==> config.mk <==
export PLATFORM = sky130hd
export DESIGN_NAME = sdrmap_regs
export DESIGN_NICKNAME = d
export VERILOG_FILES = /design/src/logic/sdrmap_pkg.sv /design/src/logic/sdrmap_regs.sv
export SDC_FILE = /design/constraint.sdc
export NUM_CORES = 1
export LEC_CHECK = 0
export BUFFER_PORTS_ARGS = -buffer_cell sky130_fd_sc_hd__buf_2
export CAP_MARGIN = 20
export CORE_AREA = 2 2 175 177
export DETAILED_ROUTE_END_ITERATION = 16
export DIE_AREA = 0 0 177 179
export PLACE_DENSITY = 0.73
export SYNTH_ARGS = -nofsm -noshare
export SYNTH_HDL_FRONTEND = slang
export SYNTH_SLANG_ARGS = --single-unit
==> constraint.sdc <==
create_clock -name CLK_IN -period 2.72 [get_ports CLK_IN]
set_clock_uncertainty 0.2 [all_clocks]
set_input_delay 0.816 -clock CLK_IN [delete_from_list [all_inputs] [get_ports CLK_IN]]
set_output_delay 0.816 -clock CLK_IN [all_outputs]
set_load 0.05 [all_outputs]
==> src/logic/sdrmap_pkg.sv <==
// Package: register map, field layout and types of the SDRAM map block
`default_nettype none
package sdrmap_pkg;
  // Register byte offsets
  localparam logic [7:0] OFS_CMD_MODE   = 8'h00;
  localparam logic [7:0] OFS_REFRESH    = 8'h04;
  localparam logic [7:0] OFS_GEOMETRY   = 8'h08;
  localparam logic [7:0] OFS_TIMING_A   = 8'h0C;
  localparam logic [7:0] OFS_TIMING_B   = 8'h10;
  localparam logic [7:0] OFS_TIMING_C   = 8'h14;
  localparam logic [7:0] OFS_LOW_POWER  = 8'h1C;
  localparam logic [7:0] OFS_MEM_TYPE   = 8'h20;
  localparam logic [7:0] OFS_DELAY_INFO = 8'h24;
  localparam logic [7:0] OFS_HIGH_SPEED = 8'h2C;
  localparam logic [7:0] OFS_WP_MODE    = 8'hE4;
  localparam logic [7:0] OFS_WP_STATUS  = 8'hE8;
  // Reset values
  localparam logic [31:0] RST_ZERO      = 32'h0000_0000;
  localparam logic [31:0] RST_GEOMETRY  = 32'h0000_7024;
  localparam logic [31:0] RST_TIMING_A  = 32'h2022_7225;
  localparam logic [31:0] RST_TIMING_B  = 32'h03C8_0808;
  localparam logic [31:0] RST_TIMING_C  = 32'h0000_2062;
  localparam logic [31:0] RST_LOW_POWER = 32'h0001_0000;
  localparam logic [31:0] RST_MEM_TYPE  = 32'h0000_0010;
  localparam logic [31:0] VAL_DELAY     = 32'h0000_0001;
  // Field layout
  localparam int          MODE_W        = 3;
  localparam int          REFRESH_W     = 12;
  localparam int          NC_LSB        = 0;
  localparam int          NR_LSB        = 2;
  localparam int          WP_EN_BIT     = 0;
  localparam int          WP_VIOL_BIT   = 0;
  // Address map
  localparam int          SYS_ADDR_W    = 28;
  localparam int          BYTE_W        = 2;
  localparam int          COL_MIN_W     = 8;
  localparam int          COL_W         = 11;
  localparam int          ROW_MIN_W     = 11;
  localparam int          ROW_W         = 13;
  localparam logic [1:0]  NR_8K         = 2'h2;
  localparam int          BANK_W        = 2;
  // Command modes
  typedef enum logic [MODE_W-1:0] {
    SDRMAP_NORMAL      = 3'h0,
    SDRMAP_NOP         = 3'h1,
    SDRMAP_PRECHARGE   = 3'h2,
    SDRMAP_LOAD_MODE   = 3'h3,
    SDRMAP_AUTOREFRESH = 3'h4,
    SDRMAP_EXT_LOAD    = 3'h5,
    SDRMAP_DEEP_PD     = 3'h6
  } sdrmap_cmd_t;
  // Split memory address
  typedef struct packed {
    logic [BANK_W-1:0] bank_select;
    logic [ROW_W-1:0]  row;
    logic [COL_W-1:0]  col;
    logic [BYTE_W-1:0] byte_off;
  } sdrmap_addr_t;
endpackage : sdrmap_pkg
`default_nettype wire

==> src/logic/sdrmap_regs.sv <==
// SDRAM address splitter and controller register file behind APB
`default_nettype none
// What this block does
// Address bits one and zero are byte lane
// Column sits just above byte lane
// 2K rows: 11-bit row above column
// 4K rows: 12-bit row above column
// 8K rows: 13-bit row above column
// Two bank bits above row, to pins
// Registers reached only through APB slave
// Protect enable blocks command mode writes
// Command mode picks action of next access
// Mode field bits 2:0, others zero
module sdrmap_regs
  import sdrmap_pkg::*;
(
  input  wire logic                  CLK_IN,        // System clock
  input  wire logic                  RST_IN,        // Sync reset, high
  input  wire logic                  CE_IN,         // Clock enable
  input  wire logic                  PSEL_IN,       // APB select
  input  wire logic                  PENABLE_IN,    // APB enable
  input  wire logic                  PWRITE_IN,     // APB write
  input  wire logic [7:0]            PADDR_IN,      // APB byte address
  input  wire logic [31:0]           PWDATA_IN,     // APB write data
  output logic      [31:0]           PRDATA_OUT,    // APB read data
  output logic                       PREADY_OUT,    // APB ready
  output logic                       PSLVERR_OUT,   // APB error
  input  wire logic                  ACC_VALID_IN,  // Memory access strobe
  input  wire logic [SYS_ADDR_W-1:0] ACC_ADDR_IN,   // System address
  output sdrmap_addr_t               ACC_MAP_OUT,   // Split address
  output logic      [BANK_W-1:0]     BANK_PIN_OUT,  // Bank address pins
  output sdrmap_cmd_t                ACC_CMD_OUT,   // Command for access
  output logic                       ACC_DONE_OUT,  // Split result valid
  output logic [REFRESH_W-1:0]       REFRESH_OUT,   // Refresh count
  output logic      [31:0]           GEOMETRY_OUT   // Geometry config
);

  // Registers
  logic [MODE_W-1:0]    cmd_mode_r;      // Command mode field
  logic [REFRESH_W-1:0] refresh_r;       // Refresh count
  logic [31:0]          geometry_r;      // Geometry config
  logic [31:0]          timing_a_r;      // Timing word A
  logic [31:0]          timing_b_r;      // Timing word B
  logic [31:0]          timing_c_r;      // Timing word C
  logic [31:0]          low_power_r;     // Low power control
  logic [31:0]          mem_type_r;      // Memory type
  logic [31:0]          high_speed_r;    // High speed control
  logic                 wp_enable_r;     // write_protect_enable
  logic                 wp_viol_r;       // Blocked write seen
  logic [31:0]          prdata_r;        // Read data flop
  sdrmap_addr_t         map_r;           // Split address flop
  sdrmap_cmd_t          cmd_r;           // Command flop
  logic                 done_r;          // Result valid flop

  // Bus phase strobes
  logic                 setup_phase;     // First APB cycle
  logic                 wr_access;       // Write access phase
  logic                 rd_setup;        // Read setup phase
  logic                 protected_hit;   // Write hits guarded reg
  logic                 wr_allowed;      // Guard allows write

  // Width mask of n low bits
  function automatic logic [31:0] low_mask(input int n);
    logic [31:0] m;
    m = 32'h0000_0000;
    for (int i = 0; i < 32; i++)
    begin
      if (i < n)
      begin
        m[i] = 1'b1;
      end
    end
    return m;
  endfunction : low_mask

  // Split a system address by the programmed geometry
  function automatic sdrmap_addr_t split_addr(
    input logic [SYS_ADDR_W-1:0] a,
    input logic [31:0]           geo
  );
    sdrmap_addr_t res;
    logic [1:0]   nc;
    logic [1:0]   nr;
    int           cw;
    int           rw;
    logic [31:0]  wide;
    res  = '0;
    nc   = geo[NC_LSB +: 2];
    nr   = geo[NR_LSB +: 2];
    cw   = COL_MIN_W + int'(nc);
    // Row count: 2K, 4K, 8K; larger codes held at 8K
    rw   = (nr > NR_8K) ? ROW_W : ROW_MIN_W + int'(nr);
    wide = {{(32-SYS_ADDR_W){1'b0}}, a};
    // Fields stack upward; unused high bits stay zero
    res.byte_off = a[BYTE_W-1:0];
    wide = wide >> BYTE_W;
    res.col = COL_W'(wide & low_mask(cw));
    wide = wide >> cw;
    res.row = ROW_W'(wide & low_mask(rw));
    wide = wide >> rw;
    res.bank_select = wide[BANK_W-1:0];
    return res;
  endfunction : split_addr

  // Map a guarded offset
  function automatic logic is_guarded(input logic [7:0] ofs);
    return (ofs == OFS_CMD_MODE) || (ofs == OFS_REFRESH) ||
           (ofs == OFS_GEOMETRY);
  endfunction : is_guarded

  // Command code to enum; spare code 7 falls back to normal
  function automatic sdrmap_cmd_t decode_cmd(input logic [MODE_W-1:0] code);
    sdrmap_cmd_t c;
    case (code)
      SDRMAP_NOP:         c = SDRMAP_NOP;
      SDRMAP_PRECHARGE:   c = SDRMAP_PRECHARGE;
      SDRMAP_LOAD_MODE:   c = SDRMAP_LOAD_MODE;
      SDRMAP_AUTOREFRESH: c = SDRMAP_AUTOREFRESH;
      SDRMAP_EXT_LOAD:    c = SDRMAP_EXT_LOAD;
      SDRMAP_DEEP_PD:     c = SDRMAP_DEEP_PD;
      default:            c = SDRMAP_NORMAL;  // Normal and spare code
    endcase
    return c;
  endfunction : decode_cmd

  // APB phase decode
  always_comb
  begin
    // Only one transfer is in flight at a time
    setup_phase   = PSEL_IN && !PENABLE_IN;
    wr_access     = PSEL_IN && PENABLE_IN && PWRITE_IN;
    rd_setup      = setup_phase && !PWRITE_IN;
    protected_hit = wr_access && is_guarded(PADDR_IN);
    wr_allowed    = !wp_enable_r;
  end

  // Zero-wait slave, never errors
  // Every transfer ends in its access cycle
  assign PREADY_OUT  = 1'b1;
  assign PSLVERR_OUT = 1'b0;

  // Command mode register, guarded
  always_ff @(posedge CLK_IN)
  begin
    if (RST_IN)
    begin
      cmd_mode_r <= RST_ZERO[MODE_W-1:0];
    end
    else if (CE_IN && wr_access && PADDR_IN == OFS_CMD_MODE &&
             wr_allowed)
    begin
      // Upper write bits are dropped here
      cmd_mode_r <= PWDATA_IN[MODE_W-1:0];
    end
  end

  // Refresh count and geometry, guarded
  always_ff @(posedge CLK_IN)
  begin
    if (RST_IN)
    begin
      refresh_r  <= RST_ZERO[REFRESH_W-1:0];
      geometry_r <= RST_GEOMETRY;
    end
    else if (CE_IN && wr_access && wr_allowed)
    begin
      // Only the addressed register moves
      if (PADDR_IN == OFS_REFRESH)
      begin
        // Only the count field is kept
        refresh_r <= PWDATA_IN[REFRESH_W-1:0];
      end
      if (PADDR_IN == OFS_GEOMETRY)
      begin
        geometry_r <= PWDATA_IN;
      end
    end
  end

  // Unguarded configuration words
  always_ff @(posedge CLK_IN)
  begin
    if (RST_IN)
    begin
      timing_a_r   <= RST_TIMING_A;
      timing_b_r   <= RST_TIMING_B;
      timing_c_r   <= RST_TIMING_C;
      low_power_r  <= RST_LOW_POWER;
      mem_type_r   <= RST_MEM_TYPE;
      high_speed_r <= RST_ZERO;
    end
    // Timing, power and type words have no guard
    else if (CE_IN && wr_access)
    begin
      case (PADDR_IN)
        OFS_TIMING_A:   timing_a_r   <= PWDATA_IN;
        OFS_TIMING_B:   timing_b_r   <= PWDATA_IN;
        OFS_TIMING_C:   timing_c_r   <= PWDATA_IN;
        OFS_LOW_POWER:  low_power_r  <= PWDATA_IN;
        OFS_MEM_TYPE:   mem_type_r   <= PWDATA_IN;
        OFS_HIGH_SPEED: high_speed_r <= PWDATA_IN;
        default:        ;  // Other offsets ignored
      endcase
    end
  end

  // Write protection enable
  always_ff @(posedge CLK_IN)
  begin
    if (RST_IN)
    begin
      wp_enable_r <= 1'b0;
    end
    else if (CE_IN && wr_access && PADDR_IN == OFS_WP_MODE)
    begin
      wp_enable_r <= PWDATA_IN[WP_EN_BIT];
    end
  end

  // Violation flag: set by blocked write, read clears, set wins
  always_ff @(posedge CLK_IN)
  begin
    if (RST_IN)
    begin
      wp_viol_r <= 1'b0;
    end
    else if (CE_IN)
    begin
      // A blocked write outranks the clear
      if (protected_hit && !wr_allowed)
      begin
        wp_viol_r <= 1'b1;
      end
      else if (PSEL_IN && PENABLE_IN && !PWRITE_IN &&
               PADDR_IN == OFS_WP_STATUS)
      begin
        wp_viol_r <= 1'b0;
      end
    end
  end

  // Read data captured in setup phase
  always_ff @(posedge CLK_IN)
  begin
    if (RST_IN)
    begin
      prdata_r <= RST_ZERO;
    end
    // Capture early so read data leaves a flop
    else if (CE_IN && rd_setup)
    begin
      case (PADDR_IN)
        OFS_CMD_MODE:   prdata_r <= {29'h0000_0000, cmd_mode_r};
        OFS_REFRESH:    prdata_r <= {20'h0_0000, refresh_r};
        OFS_GEOMETRY:   prdata_r <= geometry_r;
        OFS_TIMING_A:   prdata_r <= timing_a_r;
        OFS_TIMING_B:   prdata_r <= timing_b_r;
        OFS_TIMING_C:   prdata_r <= timing_c_r;
        OFS_LOW_POWER:  prdata_r <= low_power_r;
        OFS_MEM_TYPE:   prdata_r <= mem_type_r;
        OFS_DELAY_INFO: prdata_r <= VAL_DELAY;
        OFS_HIGH_SPEED: prdata_r <= high_speed_r;
        OFS_WP_MODE:    prdata_r <= {31'h0000_0000, wp_enable_r};
        OFS_WP_STATUS:  prdata_r <= {31'h0000_0000, wp_viol_r};
        default:        prdata_r <= RST_ZERO;  // Unmapped reads zero
      endcase
    end
  end

  // Memory access split and command stamp
  always_ff @(posedge CLK_IN)
  begin
    if (RST_IN)
    begin
      map_r  <= '0;
      cmd_r  <= SDRMAP_NORMAL;
      done_r <= 1'b0;
    end
    else if (CE_IN)
    begin
      done_r <= ACC_VALID_IN;
      if (ACC_VALID_IN)
      begin
        map_r <= split_addr(ACC_ADDR_IN, geometry_r);
        // Mode in force when the access arrives
        cmd_r <= decode_cmd(cmd_mode_r);
      end
    end
  end

  // Outputs
  assign PRDATA_OUT   = prdata_r;
  assign ACC_MAP_OUT  = map_r;
  assign BANK_PIN_OUT = map_r.bank_select;
  assign ACC_CMD_OUT  = cmd_r;
  assign ACC_DONE_OUT = done_r;
  assign REFRESH_OUT  = refresh_r;
  assign GEOMETRY_OUT = geometry_r;

endmodule : sdrmap_regs
`default_nettype wire

# After elaboration in Yosys (flattened, before gate mapping)
# Cells that the tools add are included.
[classes]
n_addsub = 2
magnitude_cmp = 25
n_eq_ne = 17
n_shift = 2
muxes = 101
n_bitwise = 2
reduce_logical = 31
[op_table]
columns = ["operator", "n"]
rows = [
  ["one-hot mux 32 bit (12 select lines)", 1],
  ["two-way mux 1 bit", 98],
  ["< comparator 3 x 5 -> 1 bit (first input constant)", 8],
  ["< comparator 4 x 5 -> 1 bit (first input constant)", 8],
  ["right shift 26 x 5 -> 32 bit", 1],
  ["right shift 32 x 5 -> 2 bit", 1],
  ["equality test 8 x 5 -> 1 bit (second input constant)", 3],
  ["equality test 8 x 6 -> 1 bit (second input constant)", 3],
  ["< comparator 1 x 5 -> 1 bit (first input constant)", 4],
  ["< comparator 2 x 5 -> 1 bit (first input constant)", 4],
  ["AND reduction 2 bit", 10],
  ["one-hot mux 3 bit (6 select lines)", 1],
  ["equality test 8 x 4 -> 1 bit (second input constant)", 2],
  ["equality test 8 bit (second input constant)", 2],
  ["logical AND 1 bit", 14],
  ["bitwise AND 13 bit", 1],
  ["bitwise AND 11 bit", 1],
  ["adder 4 x 2 -> 5 bit (first input constant)", 2],
  ["equality test 3 bit (second input constant)", 3],
  ["equality test 8 x 3 -> 1 bit (second input constant)", 1],
  ["zero test 8 bit", 1],
  ["equality test 3 x 2 -> 1 bit (second input constant)", 2],
  ["two-way mux 5 bit", 1],
  ["equality test 3 x 1 -> 1 bit (second input constant)", 1],
  ["4 further kinds", 7],
]
[word_totals]
ff_bits = 305
in_bits = 75
output_inout_bits = 112

# Logic depth before layout (Yosys ltp)
# Gate-level depths: netlist (run 1).
[logic_depth]
depth_word = 8
mapped_depth = 9
depth_no_buf = 5

# Least setup slack after synthesis (run 1)
# No wires, ideal clock.
[synth_path]
path_kind = "input port to flip-flop"
start = "input port PADDR_IN[6]"
end = "register prdata_r[4], in the netlist PRDATA_OUT[4]"
t_arrival_ns = 2.380
t_required_ns = 2.445
setup_slack_ns = 0.065
cell_stages = 8
n_path_buf = 3
cell_sequence = "buf_2 > or3_1 > buf_2 > a221oi_2 > nor3_1 > or3_1 > buf_6 > a22oi_2"
[synth_between]
elab_chain_len = 2
[synth_rtl]
columns = ["element", "line_no", "text"]
rows = [
  ["from (decl)", "sdrmap_regs.sv:23", "input wire logic [7:0] PADDR_IN,"],
  ["equality test 8 bit, or another cell as far along", "sdrmap_regs.sv:252", "case (PADDR_IN)"],
  ["one-hot mux 32 bit (12 select lines) (*)", "sdrmap_regs.sv:252", ""],
  ["to (signal assigned)", "sdrmap_regs.sv:253", "OFS_CMD_MODE: prdata_r <= {29'h0000_0000, cmd_mode_r};"],
  ["to (signal assigned)", "sdrmap_regs.sv:254", "OFS_REFRESH: prdata_r <= {20'h0_0000, refresh_r};"],
  ["to (signal assigned)", "sdrmap_regs.sv:255", "OFS_GEOMETRY: prdata_r <= geometry_r;"],
  ["to (decl)", "sdrmap_regs.sv:50", "logic [31:0] prdata_r;"],
]
# Mark *: on every way between the ends. The rest lies on a longest branch, timed or not.
# A chain may end at the register's enable or synchronous reset.

# Final worst setup path (run 1)
[layout_path]
start = "register geometry_r[1], in the netlist GEOMETRY_OUT[1]"
end = "output port GEOMETRY_OUT[1]"
[layout_lines]
columns = ["element", "line_no", "text"]
rows = [
  ["from (decl)", "sdrmap_regs.sv:41", "logic [31:0] geometry_r;"],
  ["from (signal assigned)", "sdrmap_regs.sv:163", "geometry_r <= RST_GEOMETRY;"],
  ["from (signal assigned)", "sdrmap_regs.sv:175", "geometry_r <= PWDATA_IN;"],
  ["to (decl)", "sdrmap_regs.sv:35", "output logic [31:0] GEOMETRY_OUT"],
]
# No word-level cell between the ends.

==> results of run 1 <==
-- layer usage --
layer	track usage	vias to the layer above
met5	0	-
met4	0.1205	2
met3	0.04856	128
met2	0.4428	705
met1	0.3335	5969
li1	-	5919
-- logic make-up (layout without fill, tap and decap cells) --
group                  Yosys count  after routing  share of synthesized area
flip-flops                     305            305                     0.4729
AND/OR/NAND/NOR                696            696                     0.2243
other                            2              2                  0.0005817
AO/OA/AOI/OAI                  413            413                     0.1988
multiplexers                    48             48                    0.04710
buffers and inverters          153            359                    0.05630
-- tightest hold or removal path: stages, from the launching register on --
cell and delay, ns:
dfxtp_1 0.30, nand2_1 0.05, o21ai_1 0.05
-- metrics by stage --
stage / cells / TNS, ns / area [um^2]
final: 2219 / 0 / 16010
after global routing: 2219 / 0 / 16010
after CTS: 2219 / 0 / 16010
after detailed placement: 2158 / -9.683 / 14780
after global placement: 2158 / -4.315 / 14780
after floorplan: 1617 / 0 / 12910
-- cell usage after synthesis, types with 2 or more instances --
cell type	count
buf_2	53
nor3_4	2
o2bb2ai_1	10
mux4_2	9
o211ai_1	3
conb_1	2
inv_1	5
nand3_1	50
a32oi_1	10
or3_1	5
dfxtp_1	305
and3_1	4
clkbuf_1	76
and2_1	4
a221oi_1	6
o21ai_0	7
mux2i_1	27
nand4_1	3
buf_4	11
a22oi_2	2
nor3_1	6
a211oi_1	10
a22oi_1	34
a22o_1	32
nand2_1	570
a21oi_1	253
o31ai_1	2
buf_1	2
a211o_1	2
a2111oi_0	2
buf_6	6
nor3_2	4
nor4b_2	3
nor2b_1	3
mux2_2	12
o21ai_1	6
a222oi_1	19
o22ai_1	10
or4_1	3
nor2_1	28
nand3b_1	2
-- registers in the layout, indices dropped and copies added, names as in the netlist --
| register | count |
|---|---|
| GEOMETRY_OUT | 32 |
| PRDATA_OUT | 32 |
| high_speed_r | 32 |
| low_power_r | 32 |
| mem_type_r | 32 |
| timing_a_r | 32 |
| timing_b_r | 32 |
| timing_c_r | 32 |
| ACC_MAP_OUT | 26 |
| REFRESH_OUT | 12 |
| ACC_CMD_OUT | 3 |
| cmd_mode_r | 3 |
| BANK_PIN_OUT | 2 |
| ACC_DONE_OUT | 1 |
| wp_enable_r | 1 |
| wp_viol_r | 1 |
-- where the power goes --
group | leakage, nW | internal [W] | switching (W)
Combinational | 3.05 | 0.000160 | 0.000389
Clock | 0.600 | 0.00312 | 0.00188
Sequential | 2.46 | 0.00448 | 0.00000905
-- final timing paths --
kind | to | slack [ns]
max reg2reg | BANK_PIN_OUT[0] | 0.59
min reg2reg | PRDATA_OUT[30] | 0.24
max | GEOMETRY_OUT[1] | 0.09
min | PRDATA_OUT[30] | 0.24
-- layout make-up --
cell class / count / share of cell area
Multi-Input combinational cell: 1159 / 0.3826
Sequential cell: 305 / 0.3814
Timing Repair Buffer: 293 / 0.1270
Clock buffer: 48 / 0.06417
Tap cell: 396 / 0.03095
Clock inverter: 13 / 0.01266
Inverter: 5 / 0.001172
==> flow_metrics.env, run 1 <==
export IMPL_status="completed"
export IMPL_synth_warning_count=0
export IMPL_pre_cts_slack_ns=-0.1444
export IMPL_timing_rr_start="GEOMETRY_OUT[1]"
export IMPL_cellLeakagePower_nw=6.108
export IMPL_grt_antenna_before_repair=1
export IMPL_drt_iter0_markers=1278
export IMPL_hpwl_mm=28.26
export IMPL_met2RoutedLength_mm=20.17
export IMPL_num_io_pins=187
export IMPL_num_vias=12723
export IMPL_layout_nets=1873
export IMPL_synth_top_area_share=0.4729
export IMPL_synth_distinct_cells=55
export IMPL_track_usage=0.2653
export IMPL_top_layer="met5"
export IMPL_met1Wirelength_mm=17.31
export IMPL_cts_made_buffers=34
export IMPL_setup_violations=0
export IMPL_critical_path_arrival_ns=1.61
export IMPL_worstHoldPathType="flop to flop"
export IMPL_nFillCells=2723
export IMPL_htreeDepth=2
export IMPL_holdPathStages=2
export IMPL_synth_seq_area_share=0.4729
export IMPL_hold_viol=0
export IMPL_power_w=0.01004
export IMPL_cp_start_kind="flop"
export IMPL_syn_mean_instance_area_um2=7.985
export IMPL_wl_met3_mm=3.978
export IMPL_ys_flop_type="dfxtp_1"
export IMPL_overflow=0
export IMPL_slew_viol_final=0
export IMPL_maxCapViolCount=0
export IMPL_ff_latch_area_um2=6106
export IMPL_p_per_area_nw_per_um2=626.9
export IMPL_yosysTopAreaCell="dfxtp_1"
export IMPL_dieArea_um2=31680
export IMPL_routedWlPerCell_um=19.39
export IMPL_crit_type="flop to output pin"
export IMPL_crit_required_ns=1.70
export IMPL_multiInputGateArea_um2=6126
export IMPL_antenna_left=0
export IMPL_grt_pass1_vias=12082
export IMPL_die_h_um=179
export IMPL_ys_ff_latch=305
export IMPL_drive_gt1_frac=0.2134
export IMPL_final_common_cell="nand2_1"
export IMPL_synthArstFlopShare=0
export IMPL_grt_max_degree=135
export IMPL_clock_root_buffer="clkbuf_16"
export IMPL_slowest_delay_ns=0.73
export IMPL_initial_core_util=0.4300
export IMPL_period_minus_slack_ns=2.628
export IMPL_antenna_cells=0
export IMPL_reg2reg_depth=5
export IMPL_postCtsSetupBuffers=0
export IMPL_slowest_stage="dfxtp_1"
export IMPL_cts_resized=0
export IMPL_syn_cell_area_um2=12910
export IMPL_critPathLaunch="GEOMETRY_OUT[1]"
export IMPL_cts_tree="built"
export IMPL_cp_max_fo=15
export IMPL_portBuffers=184
export IMPL_gp_congestion=0.9217
export IMPL_hp_start="PRDATA_OUT[30]"
export IMPL_path_delay_family="flip-flops"
export IMPL_crit_buf_inv=1
export IMPL_clk_latency_ns=0.51
export IMPL_layout_common_cells="nand2_1 (570), dfxtp_1 (305), a21oi_1 (253)"
export IMPL_path_cells="buf_2"
export IMPL_syn_nets=1692
export IMPL_cts_hold_buffers_added=0
export IMPL_clk_path_buf_depth=3
export IMPL_power_ir_vdd_worst_v=0.0004563
export IMPL_synth_area_top_cells="dfxtp_1 (47%), nand2_1 (17%), a21oi_1 (9.8%)"
export IMPL_core_area_um2=30030
export IMPL_cp_depth=1
export IMPL_die_w_um=177
export IMPL_hold_ws_ns=0.2435
export IMPL_min_period_over_period=0.9664
export IMPL_clkTransAtPathRegs_ns=0.06
export IMPL_first_pass_iters=6
export IMPL_drcViolationCount=0
export IMPL_final_core_util=0.5331
export IMPL_netlist_instances=1617
export IMPL_areaGrowthSynthToFinish_pct=23.99
export IMPL_rsz0062_at_grt="false"
export IMPL_rows=64
export IMPL_end_kind="output pin"
export IMPL_grt_pass1_wl_mm=66.00
export IMPL_fmax_ghz=0.3804
export IMPL_clock_sinks=305
export IMPL_viasPerCell=5.734
export IMPL_worst_slew_pin_slew_ns=0.6371
export IMPL_finalWirelength_mm=43.03
export IMPL_slew_headroom=0.5747
export IMPL_synth_edff_count=0
export IMPL_fin_ws_ns=0.09151
No activity file was read; power rests on OpenSTA's default activity.
==> inputs of run 2 (changes only) <==
==> constraint.sdc (replaced) <==
create_clock -name CLK_IN -period 2.72 [get_ports CLK_IN]
set_clock_uncertainty 0.2 [all_clocks]
set_input_delay 0.816 -clock CLK_IN [delete_from_list [all_inputs] [get_ports CLK_IN]]
set_output_delay 0.816 -clock CLK_IN [all_outputs]
set_load 0.1 [all_outputs]
==> run 2 against run 1 <==
Effect of this change:
- first-iteration DRC count fell by 12%
- hold slack improved by 0.0053 ns
- non-clock buffer count rose by 3
- sequential cell count did not move
- sequential power barely moved
- largest cell class unchanged
==> flow_metrics.env, run 2 (same netlist as run 1, synthesis figures left out) <==
export IMPL_cts_hold_buffers_added=0
export IMPL_critical_path_arrival_ns=1.60
export IMPL_drcViolationCount=0
export IMPL_clkTransAtPathRegs_ns=0.06
export IMPL_layout_common_cells="nand2_1 (570), dfxtp_1 (305), a21oi_1 (253)"
export IMPL_routedWlPerCell_um=19.24
export IMPL_end_kind="output pin"
export IMPL_track_usage=0.2605
export IMPL_antenna_left=0
export IMPL_fmax_ghz=0.3826
export IMPL_dp_cells=2161
export IMPL_areaGrowthSynthToFinish_pct=23.19
export IMPL_final_common_cell="nand2_1"
export IMPL_drt_iter0_markers=1119
export IMPL_hold_viol=0
export IMPL_clock_root_buffer="clkbuf_16"
export IMPL_final_core_util=0.5297
export IMPL_setup_violations=0
export IMPL_gp_congestion=0.9093
export IMPL_viasPerCell=5.700
export IMPL_worstHoldPathType="flop to flop"
export IMPL_nFillCells=2756
export IMPL_layout_nets=1873
export IMPL_worst_slew_pin_slew_ns=0.6438
export IMPL_crit_required_ns=1.70
export IMPL_finalWirelength_mm=42.68
export IMPL_cp_start_kind="flop"
export IMPL_min_period_over_period=0.9609
export IMPL_overflow=0
export IMPL_cellLeakagePower_nw=6.056
export IMPL_postCtsSetupBuffers=0
export IMPL_grt_max_degree=137
export IMPL_cts_made_buffers=31
export IMPL_grt_pass1_vias=12016
export IMPL_status="completed"
export IMPL_crit_buf_inv=1
export IMPL_first_pass_iters=6
export IMPL_path_cells="buf_2"
export IMPL_slowest_delay_ns=0.53
export IMPL_drive_gt1_frac=0.2117
export IMPL_maxCapViolCount=0
export IMPL_cts_tree="built"
export IMPL_hpwl_mm=28.68
export IMPL_crit_type="flop to output pin"
export IMPL_initial_core_util=0.4300
export IMPL_num_vias=12649
export IMPL_hold_ws_ns=0.2488
export IMPL_clk_latency_ns=0.57
export IMPL_path_delay_family="flip-flops"
export IMPL_cp_max_fo=8
export IMPL_final_cells=2219
export IMPL_slew_headroom=0.5708
export IMPL_htreeDepth=1
export IMPL_power_ir_vdd_worst_v=0.0005780
export IMPL_slowest_stage="dfxtp_1"
export IMPL_grt_pass1_wl_mm=65.23
export IMPL_slew_viol_final=0
export IMPL_antenna_cells=0
export IMPL_setup_tns_ns=0
export IMPL_p_per_area_nw_per_um2=605.5
export IMPL_num_io_pins=187
export IMPL_clock_sinks=305
export IMPL_cts_resized=0
export IMPL_rsz0062_at_grt="false"
export IMPL_dieArea_um2=31680
export IMPL_r2r_slack_ns=0.85
export IMPL_die_h_um=179
export IMPL_period_minus_slack_ns=2.614
export IMPL_core_area_um2=30030
export IMPL_clk_path_buf_depth=3
export IMPL_die_w_um=177
export IMPL_rows=64
export IMPL_grt_antenna_before_repair=1
export IMPL_portBuffers=184
run 2: cell types whose count changed in the layout (fill, tap and decap cells not counted), sizes merged:
| cell | previous run | this run |
|---|---|---|
| bufinv | 5 | 4 |
| buf | 293 | 296 |
| clkinv | 5 | 4 |
| clkinvlp | 2 | 1 |
run 2: stage by stage:
step	area (um^2)	setup slack (ns)	total power [W]
final	15910	0.1063	0.009631
after detailed placement	14820	-0.1705	0.005208
after CTS	15910	0.09614	0.009669
after global routing	15910	0.06550	0.009901
after floorplan	12910	0.06364	0.004974
after global placement	14820	-0.1800	0.005201
run 2: power breakdown:
group	total, W	internal, W	switching, W
Sequential	0.00449	0.00448	0.0000100
Combinational	0.000621	0.000160	0.000462
Clock	0.00452	0.00272	0.00180
run 2: final cells by class:
type	count	area [um^2]	share of cell area
Inverter	5	18.77	0.001180
Clock buffer	48	929.6	0.05845
Clock inverter	10	156.4	0.009833
Tap cell	396	495.5	0.03115
Sequential cell	305	6106	0.3839
Timing Repair Buffer	296	2073	0.1303
Multi-Input combinational cell	1159	6126	0.3851
run 2: final timing paths:
path	from	to	cells past startpoint
worst max-delay path	GEOMETRY_OUT[3]	GEOMETRY_OUT[3]	1
worst min-delay path	PRDATA_OUT[2]	PRDATA_OUT[2]	2
worst max register to register	GEOMETRY_OUT[1]	BANK_PIN_OUT[0]	5
worst min register to register	PRDATA_OUT[2]	PRDATA_OUT[2]	2
run 2: layer usage:
layer / routed length, um / vias to the layer above / track usage
met2: 19870 / 653 / 0.4350
met1: 17220 / 5957 / 0.3286
met3: 3886 / 120 / 0.04538
li1: - / 5917 / -
met4: 1698 / 2 / 0.1188
met5: 13 / - / 0
